File: src/rtl/thermal_cfg_pkg.sv
// Constants shared by the thermal safety and monitor configuration slice
package thermal_cfg_pkg;
   // Register offsets on the byte-wide register port
   localparam logic [7:0] ZONE1_ABS_LIMIT_OFS = 8'h6A;
   localparam logic [7:0] ZONE2_ABS_LIMIT_OFS = 8'h6B;
   localparam logic [7:0] ZONE3_ABS_LIMIT_OFS = 8'h6C;
   localparam logic [7:0] XOR_TREE_CTRL_OFS = 8'h6F;
   localparam logic [7:0] VENDOR_TEST_A_OFS = 8'h79;
   localparam logic [7:0] VENDOR_TEST_B_OFS = 8'h7A;
   localparam logic [7:0] VENDOR_TEST_C_OFS = 8'h7B;
   localparam logic [7:0] POWER_MON_CTRL_OFS = 8'h7C;

   // Reset values
   localparam logic [7:0] ABS_LIMIT_RST = 8'h64;
   localparam logic [7:0] XOR_TREE_CTRL_RST = 8'h00;
   localparam logic [7:0] VENDOR_TEST_RST = 8'h00;
   localparam logic [7:0] POWER_MON_CTRL_RST = 8'h40;
   localparam logic [7:0] UNMAPPED_READ = 8'h00;

   // Special values
   localparam logic [7:0] ABS_LIMIT_DISABLE = 8'h80;
   localparam logic [7:0] FULL_DUTY = 8'hFF;

   // Field positions
   localparam int XOR_ENABLE_BIT = 0;
   localparam int LOW_POWER_BIT = 0;
   localparam int MONITOR_CYCLE_BIT = 1;
   localparam int IRQ_PIN_EN_BIT = 2;
   localparam int AVG_LSB = 5;
   localparam int AVG_MSB = 7;

   // Sizes
   localparam int NUM_ZONES = 3;
   localparam int NUM_FANS = 3;
   localparam int NUM_MEAS = 6;
   localparam int NUM_REMOTE = 2;
   localparam int SAMPLE_W = 10;
   localparam int SHIFT_W = 3;
   localparam int MAX_SHIFT = 7;
   localparam int ACC_W = SAMPLE_W + MAX_SHIFT;
   localparam int CNT_W = MAX_SHIFT;

   // Averaging depths as log2 of the count
   localparam logic [SHIFT_W-1:0] AVG_LOG2_1 = 3'h0;
   localparam logic [SHIFT_W-1:0] AVG_LOG2_8 = 3'h3;
   localparam logic [SHIFT_W-1:0] AVG_LOG2_16 = 3'h4;
   localparam logic [SHIFT_W-1:0] AVG_LOG2_32 = 3'h5;
   localparam logic [SHIFT_W-1:0] AVG_LOG2_128 = 3'h7;

   // Per-fan control mode, as reported by the fan configuration logic
   typedef enum logic [1:0] {
      FAN_AUTO = 2'b00,
      FAN_MANUAL = 2'b01,
      FAN_DISABLED = 2'b10
   } fan_mode_t;

   // Averager state
   typedef enum logic [1:0] {
      AVG_IDLE = 2'b01,
      AVG_ACCUM = 2'b10
   } avg_state_t;
endpackage

File: src/rtl/measurement_averager.sv
// Accumulates a power-of-two number of samples and publishes their mean
`timescale 1ns/1ps
module measurement_averager
   import thermal_cfg_pkg::*;
(
   input wire logic core_clk,
   input wire logic rst,
   input wire logic [SHIFT_W-1:0] avg_log2,
   input wire logic sample_valid,
   input wire logic [SAMPLE_W-1:0] sample,
   output logic [SAMPLE_W-1:0] reading,
   output logic reading_valid
);
   avg_state_t state_r;
   avg_state_t state_nxt;
   logic [ACC_W-1:0] acc_r;
   logic [ACC_W-1:0] acc_nxt;
   logic [CNT_W-1:0] cnt_r;
   logic [CNT_W-1:0] cnt_nxt;
   logic [SHIFT_W-1:0] depth_r;
   logic [SAMPLE_W-1:0] reading_r;
   logic reading_valid_r;

   wire logic [CNT_W-1:0] last_cnt = CNT_W'((1 << depth_r) - 1);
   wire logic [ACC_W-1:0] acc_sum = acc_r + ACC_W'(sample);
   wire logic depth_change = (avg_log2 != depth_r);
   wire logic last_sample = sample_valid && (cnt_r == last_cnt);
   wire logic [ACC_W-1:0] mean = acc_sum >> depth_r;

   // A depth change restarts the run so no mean mixes two depths
   always_comb begin
      state_nxt = state_r;
      acc_nxt = acc_r;
      cnt_nxt = cnt_r;
      case (state_r)
         AVG_IDLE: begin
            acc_nxt = '0;
            cnt_nxt = '0;
            state_nxt = AVG_ACCUM;
         end
         AVG_ACCUM: begin
            if (depth_change) begin
               state_nxt = AVG_IDLE;
            end else if (last_sample) begin
               acc_nxt = '0;
               cnt_nxt = '0;
            end else if (sample_valid) begin
               acc_nxt = acc_sum;
               cnt_nxt = cnt_r + 1'b1;
            end
         end
         default: begin
            state_nxt = AVG_IDLE;
         end
      endcase
   end

   always_ff @(posedge core_clk) begin
      if (rst) begin
         state_r <= AVG_IDLE;
         acc_r <= '0;
         cnt_r <= '0;
         depth_r <= AVG_LOG2_16;
      end else begin
         state_r <= state_nxt;
         acc_r <= acc_nxt;
         cnt_r <= cnt_nxt;
         depth_r <= avg_log2;
      end
   end

   // Reading updates only after the full count of samples
   always_ff @(posedge core_clk) begin
      if (rst) begin
         reading_r <= '0;
         reading_valid_r <= 1'b0;
      end else begin
         reading_valid_r <= (state_r == AVG_ACCUM) && !depth_change && last_sample;
         if ((state_r == AVG_ACCUM) && !depth_change && last_sample) begin
            reading_r <= mean[SAMPLE_W-1:0];
         end
      end
   end

   assign reading = reading_r;
   assign reading_valid = reading_valid_r;
endmodule

File: src/rtl/thermal_safety_cfg.sv
// Thermal safety override, XOR test tree and monitor configuration registers
`timescale 1ns/1ps
module thermal_safety_cfg
   import thermal_cfg_pkg::*;
(
   input wire logic core_clk,
   input wire logic rst,
   input wire logic [7:0] reg_addr,
   input wire logic reg_wr,
   input wire logic reg_rd,
   input wire logic [7:0] reg_wdata,
   output logic [7:0] reg_rdata,
   output logic reg_hit,
   input wire logic lock_in,
   input wire logic [7:0] zone_temp_0,
   input wire logic [7:0] zone_temp_1,
   input wire logic [7:0] zone_temp_2,
   input wire logic [1:0] fan_mode_0,
   input wire logic [1:0] fan_mode_1,
   input wire logic [1:0] fan_mode_2,
   input wire logic [7:0] fan_duty_in_0,
   input wire logic [7:0] fan_duty_in_1,
   input wire logic [7:0] fan_duty_in_2,
   output logic [7:0] fan_duty_out_0,
   output logic [7:0] fan_duty_out_1,
   output logic [7:0] fan_duty_out_2,
   output logic safety_override,
   output logic [2:0] zone_over_limit,
   input wire logic [4:0] voltage_id_in,
   input wire logic [3:0] fan_speed_in,
   input wire logic [1:0] fan_drive_out,
   output logic xor_tree_enable,
   output logic xor_tree_out,
   output logic low_power_select,
   output logic monitor_cycle_select,
   output logic irq_pin_enable,
   output logic [2:0] averaging_depth,
   input wire logic [NUM_MEAS-1:0] sample_valid,
   input wire logic [NUM_MEAS*SAMPLE_W-1:0] sample_data,
   output logic [NUM_MEAS*SAMPLE_W-1:0] reading_data,
   output logic [NUM_MEAS-1:0] reading_update
);
   // Averaging decode, MSB has priority; remote diodes differ in low codes
   function automatic logic [SHIFT_W-1:0] avg_decode(input logic [2:0] field, input logic remote);
      logic [SHIFT_W-1:0] res;
      res = AVG_LOG2_16;
      if (field[2]) begin
         res = AVG_LOG2_32;
      end else if (field[1]) begin
         res = AVG_LOG2_16;
      end else if (field[0]) begin
         res = remote ? AVG_LOG2_16 : AVG_LOG2_1;
      end else begin
         res = remote ? AVG_LOG2_128 : AVG_LOG2_8;
      end
      return res;
   endfunction

   // Register storage
   logic [7:0] abs_limit_r [NUM_ZONES];
   logic [7:0] xor_ctrl_r;
   logic [7:0] vendor_a_r;
   logic [7:0] vendor_c_r;
   logic [7:0] power_mon_r;
   logic [7:0] rdata_r;
   logic hit_r;
   logic [7:0] duty_out_r [NUM_FANS];
   logic override_r;
   logic [NUM_ZONES-1:0] over_r;
   logic xor_out_r;

   // Address decode
   wire logic sel_zone1 = (reg_addr == ZONE1_ABS_LIMIT_OFS);
   wire logic sel_zone2 = (reg_addr == ZONE2_ABS_LIMIT_OFS);
   wire logic sel_zone3 = (reg_addr == ZONE3_ABS_LIMIT_OFS);
   wire logic sel_xor = (reg_addr == XOR_TREE_CTRL_OFS);
   wire logic sel_va = (reg_addr == VENDOR_TEST_A_OFS);
   wire logic sel_vb = (reg_addr == VENDOR_TEST_B_OFS);
   wire logic sel_vc = (reg_addr == VENDOR_TEST_C_OFS);
   wire logic sel_pm = (reg_addr == POWER_MON_CTRL_OFS);
   wire logic [NUM_ZONES-1:0] sel_zone = {sel_zone3, sel_zone2, sel_zone1};
   wire logic sel_any = |{sel_zone, sel_xor, sel_va, sel_vb, sel_vc, sel_pm};

   // Once locked, writes are silently dropped
   wire logic wr_ok = reg_wr && !lock_in;

   // Register writes
   genvar z;
   generate
      for (z = 0; z < NUM_ZONES; z++) begin : g_limit
         always_ff @(posedge core_clk) begin
            if (rst) begin
               abs_limit_r[z] <= ABS_LIMIT_RST;
            end else if (wr_ok && sel_zone[z]) begin
               abs_limit_r[z] <= reg_wdata;
            end
         end
      end
   endgenerate

   always_ff @(posedge core_clk) begin
      if (rst) begin
         xor_ctrl_r <= XOR_TREE_CTRL_RST;
      end else if (wr_ok && sel_xor) begin
         xor_ctrl_r <= {7'h00, reg_wdata[XOR_ENABLE_BIT]};
      end
   end

   // Vendor test cells only store; they steer nothing here
   always_ff @(posedge core_clk) begin
      if (rst) begin
         vendor_a_r <= VENDOR_TEST_RST;
         vendor_c_r <= VENDOR_TEST_RST;
      end else begin
         if (wr_ok && sel_va) begin
            vendor_a_r <= reg_wdata;
         end
         if (wr_ok && sel_vc) begin
            vendor_c_r <= reg_wdata;
         end
      end
   end

   // Bits 3 and 4 are kept as plain storage
   always_ff @(posedge core_clk) begin
      if (rst) begin
         power_mon_r <= POWER_MON_CTRL_RST;
      end else if (wr_ok && sel_pm) begin
         power_mon_r <= reg_wdata;
      end
   end

   // Read path; vendor B is read-only and reads its reset value
   wire logic [7:0] zone_rd = sel_zone1 ? abs_limit_r[0] :
                              sel_zone2 ? abs_limit_r[1] : abs_limit_r[2];
   wire logic [7:0] rd_mux = (|sel_zone) ? zone_rd :
                             sel_xor ? xor_ctrl_r :
                             sel_va ? vendor_a_r :
                             sel_vb ? VENDOR_TEST_RST :
                             sel_vc ? vendor_c_r :
                             sel_pm ? power_mon_r : UNMAPPED_READ;

   always_ff @(posedge core_clk) begin
      if (rst) begin
         rdata_r <= UNMAPPED_READ;
         hit_r <= 1'b0;
      end else if (reg_rd) begin
         rdata_r <= rd_mux;
         hit_r <= sel_any;
      end
   end

   assign reg_rdata = rdata_r;
   assign reg_hit = hit_r;

   // Safety override
   wire logic [7:0] temp_in [NUM_ZONES];
   assign temp_in[0] = zone_temp_0;
   assign temp_in[1] = zone_temp_1;
   assign temp_in[2] = zone_temp_2;

   wire logic [NUM_ZONES-1:0] zone_exceeds;
   generate
      for (z = 0; z < NUM_ZONES; z++) begin : g_cmp
         // Every zone counts, associated with a fan or not
         assign zone_exceeds[z] = (abs_limit_r[z] != ABS_LIMIT_DISABLE) &&
                                  ($signed(temp_in[z]) > $signed(abs_limit_r[z]));
      end
   endgenerate

   wire fan_mode_t mode [NUM_FANS];
   wire logic [7:0] duty_in [NUM_FANS];
   assign mode[0] = fan_mode_t'(fan_mode_0);
   assign mode[1] = fan_mode_t'(fan_mode_1);
   assign mode[2] = fan_mode_t'(fan_mode_2);
   assign duty_in[0] = fan_duty_in_0;
   assign duty_in[1] = fan_duty_in_1;
   assign duty_in[2] = fan_duty_in_2;

   wire logic any_auto = (mode[0] == FAN_AUTO) || (mode[1] == FAN_AUTO) || (mode[2] == FAN_AUTO);
   // Level compare, so the override drops as soon as all zones cool
   wire logic override_nxt = any_auto && (|zone_exceeds);

   genvar f;
   generate
      for (f = 0; f < NUM_FANS; f++) begin : g_fan
         // Manual fans are forced too; disabled ones keep their own duty
         wire logic force_full = override_nxt && (mode[f] != FAN_DISABLED);
         always_ff @(posedge core_clk) begin
            if (rst) begin
               duty_out_r[f] <= 8'h00;
            end else begin
               duty_out_r[f] <= force_full ? FULL_DUTY : duty_in[f];
            end
         end
      end
   endgenerate

   always_ff @(posedge core_clk) begin
      if (rst) begin
         override_r <= 1'b0;
         over_r <= '0;
      end else begin
         override_r <= override_nxt;
         over_r <= zone_exceeds;
      end
   end

   assign fan_duty_out_0 = duty_out_r[0];
   assign fan_duty_out_1 = duty_out_r[1];
   assign fan_duty_out_2 = duty_out_r[2];
   assign safety_override = override_r;
   assign zone_over_limit = over_r;

   // XOR tree; serial bus pins deliberately excluded
   wire logic xor_parity = ^{voltage_id_in, fan_speed_in, fan_drive_out};

   always_ff @(posedge core_clk) begin
      if (rst) begin
         xor_out_r <= 1'b0;
      end else begin
         xor_out_r <= xor_ctrl_r[XOR_ENABLE_BIT] & xor_parity;
      end
   end

   assign xor_tree_enable = xor_ctrl_r[XOR_ENABLE_BIT];
   assign xor_tree_out = xor_out_r;

   // Mode outputs
   assign low_power_select = power_mon_r[LOW_POWER_BIT];
   assign monitor_cycle_select = power_mon_r[MONITOR_CYCLE_BIT];
   assign irq_pin_enable = power_mon_r[IRQ_PIN_EN_BIT];
   assign averaging_depth = power_mon_r[AVG_MSB:AVG_LSB];

   // Averaging; the first two measurements are the remote diodes
   wire logic [SHIFT_W-1:0] log2_remote = avg_decode(averaging_depth, 1'b1);
   wire logic [SHIFT_W-1:0] log2_local = avg_decode(averaging_depth, 1'b0);

   genvar m;
   generate
      for (m = 0; m < NUM_MEAS; m++) begin : g_avg
         measurement_averager u_avg (
            .core_clk(core_clk),
            .rst(rst),
            .avg_log2((m < NUM_REMOTE) ? log2_remote : log2_local),
            .sample_valid(sample_valid[m]),
            .sample(sample_data[m*SAMPLE_W +: SAMPLE_W]),
            .reading(reading_data[m*SAMPLE_W +: SAMPLE_W]),
            .reading_valid(reading_update[m])
         );
      end
   endgenerate
endmodule

File: config.mk
export PLATFORM = sky130hd
export DESIGN_NAME = thermal_safety_cfg
export DESIGN_NICKNAME = d
export VERILOG_FILES = /design/src/rtl/thermal_cfg_pkg.sv /design/src/rtl/measurement_averager.sv /design/src/rtl/thermal_safety_cfg.sv
export SDC_FILE = /design/constraint.sdc
export NUM_CORES = 1
export LEC_CHECK = 0
export BUFFER_PORTS_ARGS = -buffer_cell sky130_fd_sc_hd__clkbuf_2
export CORE_MARGIN = 4
export CORE_UTILIZATION = 25
export CTS_BUF_LIST = sky130_fd_sc_hd__clkbuf_16
export DETAILED_ROUTE_END_ITERATION = 12
export PLACE_DENSITY = 0.51
export REMOVE_ABC_BUFFERS = 1
export SLEW_MARGIN = 20
export SYNTH_ARGS = -nofsm -noshare
export SYNTH_HDL_FRONTEND = slang
export SYNTH_SLANG_ARGS = --single-unit
File: constraint.sdc
create_clock -name core_clk -period 10.3 [get_ports core_clk]
set_input_delay 2.06 -clock core_clk [delete_from_list [all_inputs] [get_ports core_clk]]
set_output_delay 2.06 -clock core_clk [all_outputs]
set_load 0.01 [all_outputs]
---- Word-level counts from Yosys, hierarchy flattened ----
Memory sizes are Yosys's and may differ from the RTL's.
Cells that the tools add are included.
cells by class
  shift operators ......................... 8
  add/subtract/negate cells ............... 14
  muxes and demuxes ....................... 91
  equality and inequality tests ........... 52
  $lt $le $gt $ge ......................... 3
  reduce and logical (&&, ||, !) cells .... 57
  bitwise gates (word level) .............. 7
operators with widths
  kind                   number
  $mux W17               18
  $pmux W17 S2           6
  $mux W8                17
  $mux W7                18
  $add A17 B10 Y17       6
  $shr A17 B3 Y10        6
  $pmux W7 S2            6
  $eq A8 B7 Y1 const B   8
  $add A7 B1 Y7 const B  6
  $eq A7 B7 Y1           6
  $logic_and A1 B1 Y1    33
  $gt A8 B8 Y1           3
  $ne A8 B8 Y1 const B   3
  $pmux W2 S2            6
  $ne A2 B2 Y1 const B   11
  $ne A3 B2 Y1 const B   6
  $reduce_and A3 Y1      6
  $shl A1 B3 Y7 const A  2
  $sub A7 B2 Y7 const B  2
  $eq A2 B1 Y1 const B   6
  $eq A2 B2 Y1 const B   6
  $mux W1                12
  $mux W2                6
  $reduce_bool A2 Y1     6
  other kinds (11)       27
word-level totals
  memories kept ........................... 2
  output and inout port bits .............. 111
  register bits ........................... 267
  memory bits (writable) .................. 48
memory list
  memory       depth  width  read ports  clocked after Yosys merged registers in  wr ports  RTL line                  source
  abs_limit_r  3      8      3           0                                        3         thermal_safety_cfg.sv:60  logic [7:0] abs_limit_r [NUM_ZONES];
  duty_out_r   3      8      3           0                                        3         thermal_safety_cfg.sv:67  logic [7:0] duty_out_r [NUM_FANS];

---- Depth between registers and ports, before layout ----
An unclocked memory read counts as a cell.
  word-level depth ........................ 8
  depth in mapped cells ................... 18
  mapped depth without buffers ............ 11

---- By module ----
A second synthesis with hierarchy kept.
unflattened totals
  cell total of the unflattened synthesis .. 2,823
  area total of the unflattened synthesis .. 22,499.1 um^2
by module, submodules not included
  module                                     area an instance (um^2)  cells each  sequential area each (um^2)  instances
  measurement_averager (g_avg[0].u_avg ...)  2,990.4                  389         800.8                        5
  thermal_safety_cfg                         4,351.7                  474         1,981.9                      1
  measurement_averager (g_avg[5].u_avg)      3,195.6                  404         800.8                        1

---- Worst setup path after synthesis ----
OpenSTA, ideal clock, no wires.
  kind .................................... input -> register
  start ................................... input port sample_data[30]
  end ..................................... register g_avg[3].u_avg.reading_r[8]
  setup time .............................. 0.086 ns
  path slack .............................. 5.735 ns
  stages .................................. 10
  data arrival time ....................... 4.479 ns
  required time ........................... 10.214 ns
  path buffers ............................ 0
  cell sequence ........................... ha_1 fa_1 a211oi_1 o211ai_1 a31oi_1 xnor2_1 a211oi_1 a221oi_1 a32oi_1 a211oi_1
between the ends
  word-level cells in the longest chain between the ends .. 2
ends and longest elaborated chain
  element                 RTL line                    source
  start: declaration      thermal_safety_cfg.sv:39    input wire logic [NUM_MEAS*SAMPLE_W-1:0] sample_data,
  $add A17 B10 Y17        measurement_averager.sv:25  wire logic [ACC_W-1:0] acc_sum = acc_r + ACC_W'(sample);
  $shr A17 B3 Y10         measurement_averager.sv:28  wire logic [ACC_W-1:0] mean = acc_sum >> depth_r;
  end signal: assignment  measurement_averager.sv:80  reading_r <= mean[SAMPLE_W-1:0];
  end: declaration        measurement_averager.sv:21  logic [SAMPLE_W-1:0] reading_r;
Every way passes these cells.
A chain may end at the register's enable or synchronous reset.

---- Final worst setup path ----
Ends and elaborated chain as after synthesis.

==> flow_summary_export.csv <==
group,metric,value,unit
status,status,"finished, final reports clean",
global_routing,grt_max_degree,69,
floorplanning,die_y,283.8,um
detailed_routing,drtIter0Drc,1001,
detailed_routing,wl,63800,um
timing,fin_crit_sh,0.4493,
synthesis,yosys.cell_types.count,113,
cts,cts_resized,0,
final_layout,multiInputGateArea,11590,um2
global_routing,grt_pass1_wl,98990,um
synthesis,synth_seq_cells,304,
cts,root_buffer,"clkbuf_16",
timing,skew,0.03769,ns
cts,cts_made_buffers,42,
detailed_routing,drc_errors,0,
critical_path,r2r-end,"g_avg[3].u_avg.reading[7]",
final_layout,seqCellArea,6335,um2
global_routing,first_global_vias,16840,
power_and_ir_drop,ir_worst_vdd,0.00009099,V
cts,holdBufCountCts,0,
critical_path,cp_max_fo,7,
floorplanning,core,74950,um2
global_routing,use_met1,0.2039,
placement,gp_congestion,0.8284,
synthesis,synth-edff-count,24,
floorplanning,pin_count,263,
cts,clk_pin_slew,0.06,ns
detailed_routing,wl_per_cell,18.48,um
synthesis,async_flop_share,0,
placement,hpwl,45910,um
global_routing,overflow,0,
synthesis,yosys.area.top_type,"dfxtp_1",
placement,numPortBuffers,262,
power_and_ir_drop,powerDensity,140.1,nW/um2
critical_path,critPathLaunch,"sample_data[30]",
cts,cts_max_level,2,
detailed_routing,postRouteAntennaNets,0,
synthesis,ys_warn_count,0,
timing,finalHoldViolCount,0,
cts,clock_latency,0.58,ns
timing,clock.fmax,0.2161,GHz
synthesis,syn_area,19010,um2
critical_path,start_kind,"input pin",
critical_path,reg2reg_depth,12,
detailed_routing,avgViaCountPerCell,5.096,
critical_path,r2r_setup_slack,5.69,ns
critical_path,worstPathRequired,10.79,ns
floorplanning,die_w,283.8,um
final_layout,syn_to_final_growth,18.29,%
synthesis,yosysTopAreaCellShare,0.2949,
global_routing,use_met3,0.03301,
global_routing,use_met2,0.2439,
floorplanning,start_util,0.2537,
timing,hold_ws,0.4567,ns
timing,tightest_slew,1.119,ns
floorplanning,rows,100,
final_layout,nFillCells,7958,
final_layout,fin_nets,2698,
timing,report.final.slew_viol_count,0,
synthesis,yosys_most_used_dff,"dfxtp_1",
detailed_routing,vias,17590,
critical_path,endpoint,"g_avg[3].u_avg.reading[8]",
critical_path,crit_type,"in2reg",
cts,cts_sinks,304,
final_layout,drive_gt1_frac,0.1798,
timing,slew_headroom,0.2482,
cts,cts_setup_buffers,0,
power_and_ir_drop,total_power,0.003151,W
synthesis,avgSynthCellArea,8.412,um2
synthesis,ys_seq_area_frac,0.3328,
critical_path,r2r-start,"g_avg[2].u_avg.depth_r[2]",
timing,tns,0,ns
final_layout,layout_commonest_cell,"dfxtp_1",
synthesis,syn_inst,2260,
timing,rsz0062_at_grt,"no",
timing,fin_crit,4.628,ns
cts,cts_max_path_buffers,3,
timing,setup-violations-final,0,
global_routing,track_usage,0.1515,
critical_path,crit_path_end_kind,"flop",
power_and_ir_drop,p_leak,9.099,nW
global_routing,top_usage_layer,"met2",
final_layout,final_util,0.3001,
global_routing,antenna_found_initial,4,
cts,cts_tree,"done",
detailed_routing,dr.pass1.iters,5,
final_layout,layout_common_cells,"277 x dfxtp_1, 261 x clkbuf_2, 211 x nor2_1",
synthesis,synth_top_cells_by_area,"dfxtp_1 29%, ha_1 6.0%, a21oi_1 4.4%",
run,cap_viol_max_count,0,
floorplanning,die_area,80520,um2
min_path,hold_class,"reg2reg",
critical_path,worst_ep_arrival_time,5.12,ns
## metal layers
| metal | part of all wire | routed length, um | vias to the layer above |
|---|---|---|---|
| met5 | 0.00019 | 12 | - |
| met4 | 0.026 | 1642 | 2 |
| met3 | 0.060 | 3854 | 93 |
| met2 | 0.45 | 28690 | 447 |
| met1 | 0.46 | 29590 | 8322 |
| li1 | - | - | 8728 |
## area by class of cell
| class | count | share of cell area |
|---|---|---|
| diodes | 2 | 0.0002226 |
| clock buffers | 44 | 0.04896 |
| clock inverters | 32 | 0.01491 |
| inverters | 109 | 0.01842 |
| multi-input cells | 1706 | 0.5153 |
| flip-flops and latches | 304 | 0.2817 |
| well taps | 969 | 0.05391 |
| repair buffers | 286 | 0.06660 |
## worst min-delay path by stage
| stage | cells after the start | from | end | slack, ns |
|---|---|---|---|---|
| 2_1_floorplan | 2 | g_avg[1].u_avg.acc_r[3] | g_avg[1].u_avg.acc_r[3] | 0.43 |
| 3_3_place_gp | 2 | vendor_a_r[2] | vendor_a_r[2] | 0.44 |
| 3_5_place_dp | 2 | vendor_a_r[2] | vendor_a_r[2] | 0.45 |
| 4_1_cts | 2 | vendor_a_r[2] | vendor_a_r[2] | 0.45 |
| 5_1_grt | 2 | g_avg[1].u_avg.acc_r[0] | g_avg[1].u_avg.acc_r[0] | 0.47 |
| 6_report | 2 | g_avg[4].u_avg.reading[0] | g_avg[4].u_avg.reading[0] | 0.46 |
## sequential cells by signal, indices dropped and copies added (netlist names), 6 cells and up
name,cells
power_mon_r,8
duty_out_r,24
abs_limit_r,24
vendor_a_r,8
g_avg.u_avg.cnt_r,42
g_avg.u_avg.state_r,12
g_avg.u_avg.reading_valid,6
g_avg.u_avg.acc_r,94
vendor_c_r,8
reg_rdata,8
g_avg.u_avg.reading,60
## cell families (layout without fill, tap and decap cells)
group / after synthesis / count (layout) / synth area share
AO/OA/AOI/OAI: 688 / 688 / 0.2483
XOR/XNOR: 116 / 116 / 0.05344
adder cells (fa/ha/maj): 97 / 97 / 0.06621
buffers and inverters: 250 / 471 / 0.05930
flip-flops: 304 / 304 / 0.3328
multiplexers: 67 / 67 / 0.04390
other: 0 / 2 / 0
AND/OR/NAND/NOR: 738 / 738 / 0.1961
## cell usage after synthesis (11+ instances only)
cell type	n
a221oi_1	12
a311oi_1	26
mux4_2	12
a22oi_1	57
or3_1	17
o211ai_1	26
and2_1	23
o221ai_1	13
buf_1	12
mux2i_1	44
buf_6	11
nor2b_1	19
nand2_1	167
nand4_1	21
xnor2_1	78
o21ai_0	144
clkbuf_1	77
ha_1	91
a21oi_1	167
and3_1	35
nand2b_1	32
nand3_1	72
o2111ai_1	11
dfxtp_1	280
xor2_1	38
a211oi_1	30
nor3_1	46
buf_2	24
a21o_1	22
inv_1	106
a31oi_1	27
o211a_1	11
mux2_2	11
nor2_1	212
nand3b_1	15
a222oi_1	14
buf_4	16
edfxtp_1	24
## report_power, final
part           total [W]  switching (W)  internal [W]
clock            0.00153       0.000603      0.000926
combinational   0.000379       0.000240      0.000139
sequential       0.00124      0.0000196       0.00122
## metrics by stage
step                      worst slack [ns]  cells  area, um2
after global placement               5.202   3374      21040
after CTS                            5.721   3450      22480
final                                5.672   3452      22490
after floorplan                      4.109   2119      18300
after detailed placement             5.145   3374      21040
after global routing                 5.303   3451      22490
## critical path, cell delays in order
cell      delay (ns)
clkbuf_2        0.08
ha_1            0.24
fa_1            0.45
a211oi_1        0.35
o211ai_1        0.27
a31oi_1         0.57
xnor2_1         0.28
a211oi_1        0.14
a221oi_1        0.33
a32oi_1         0.09
a211oi_1        0.26
(Power assumes the default switching activity.)
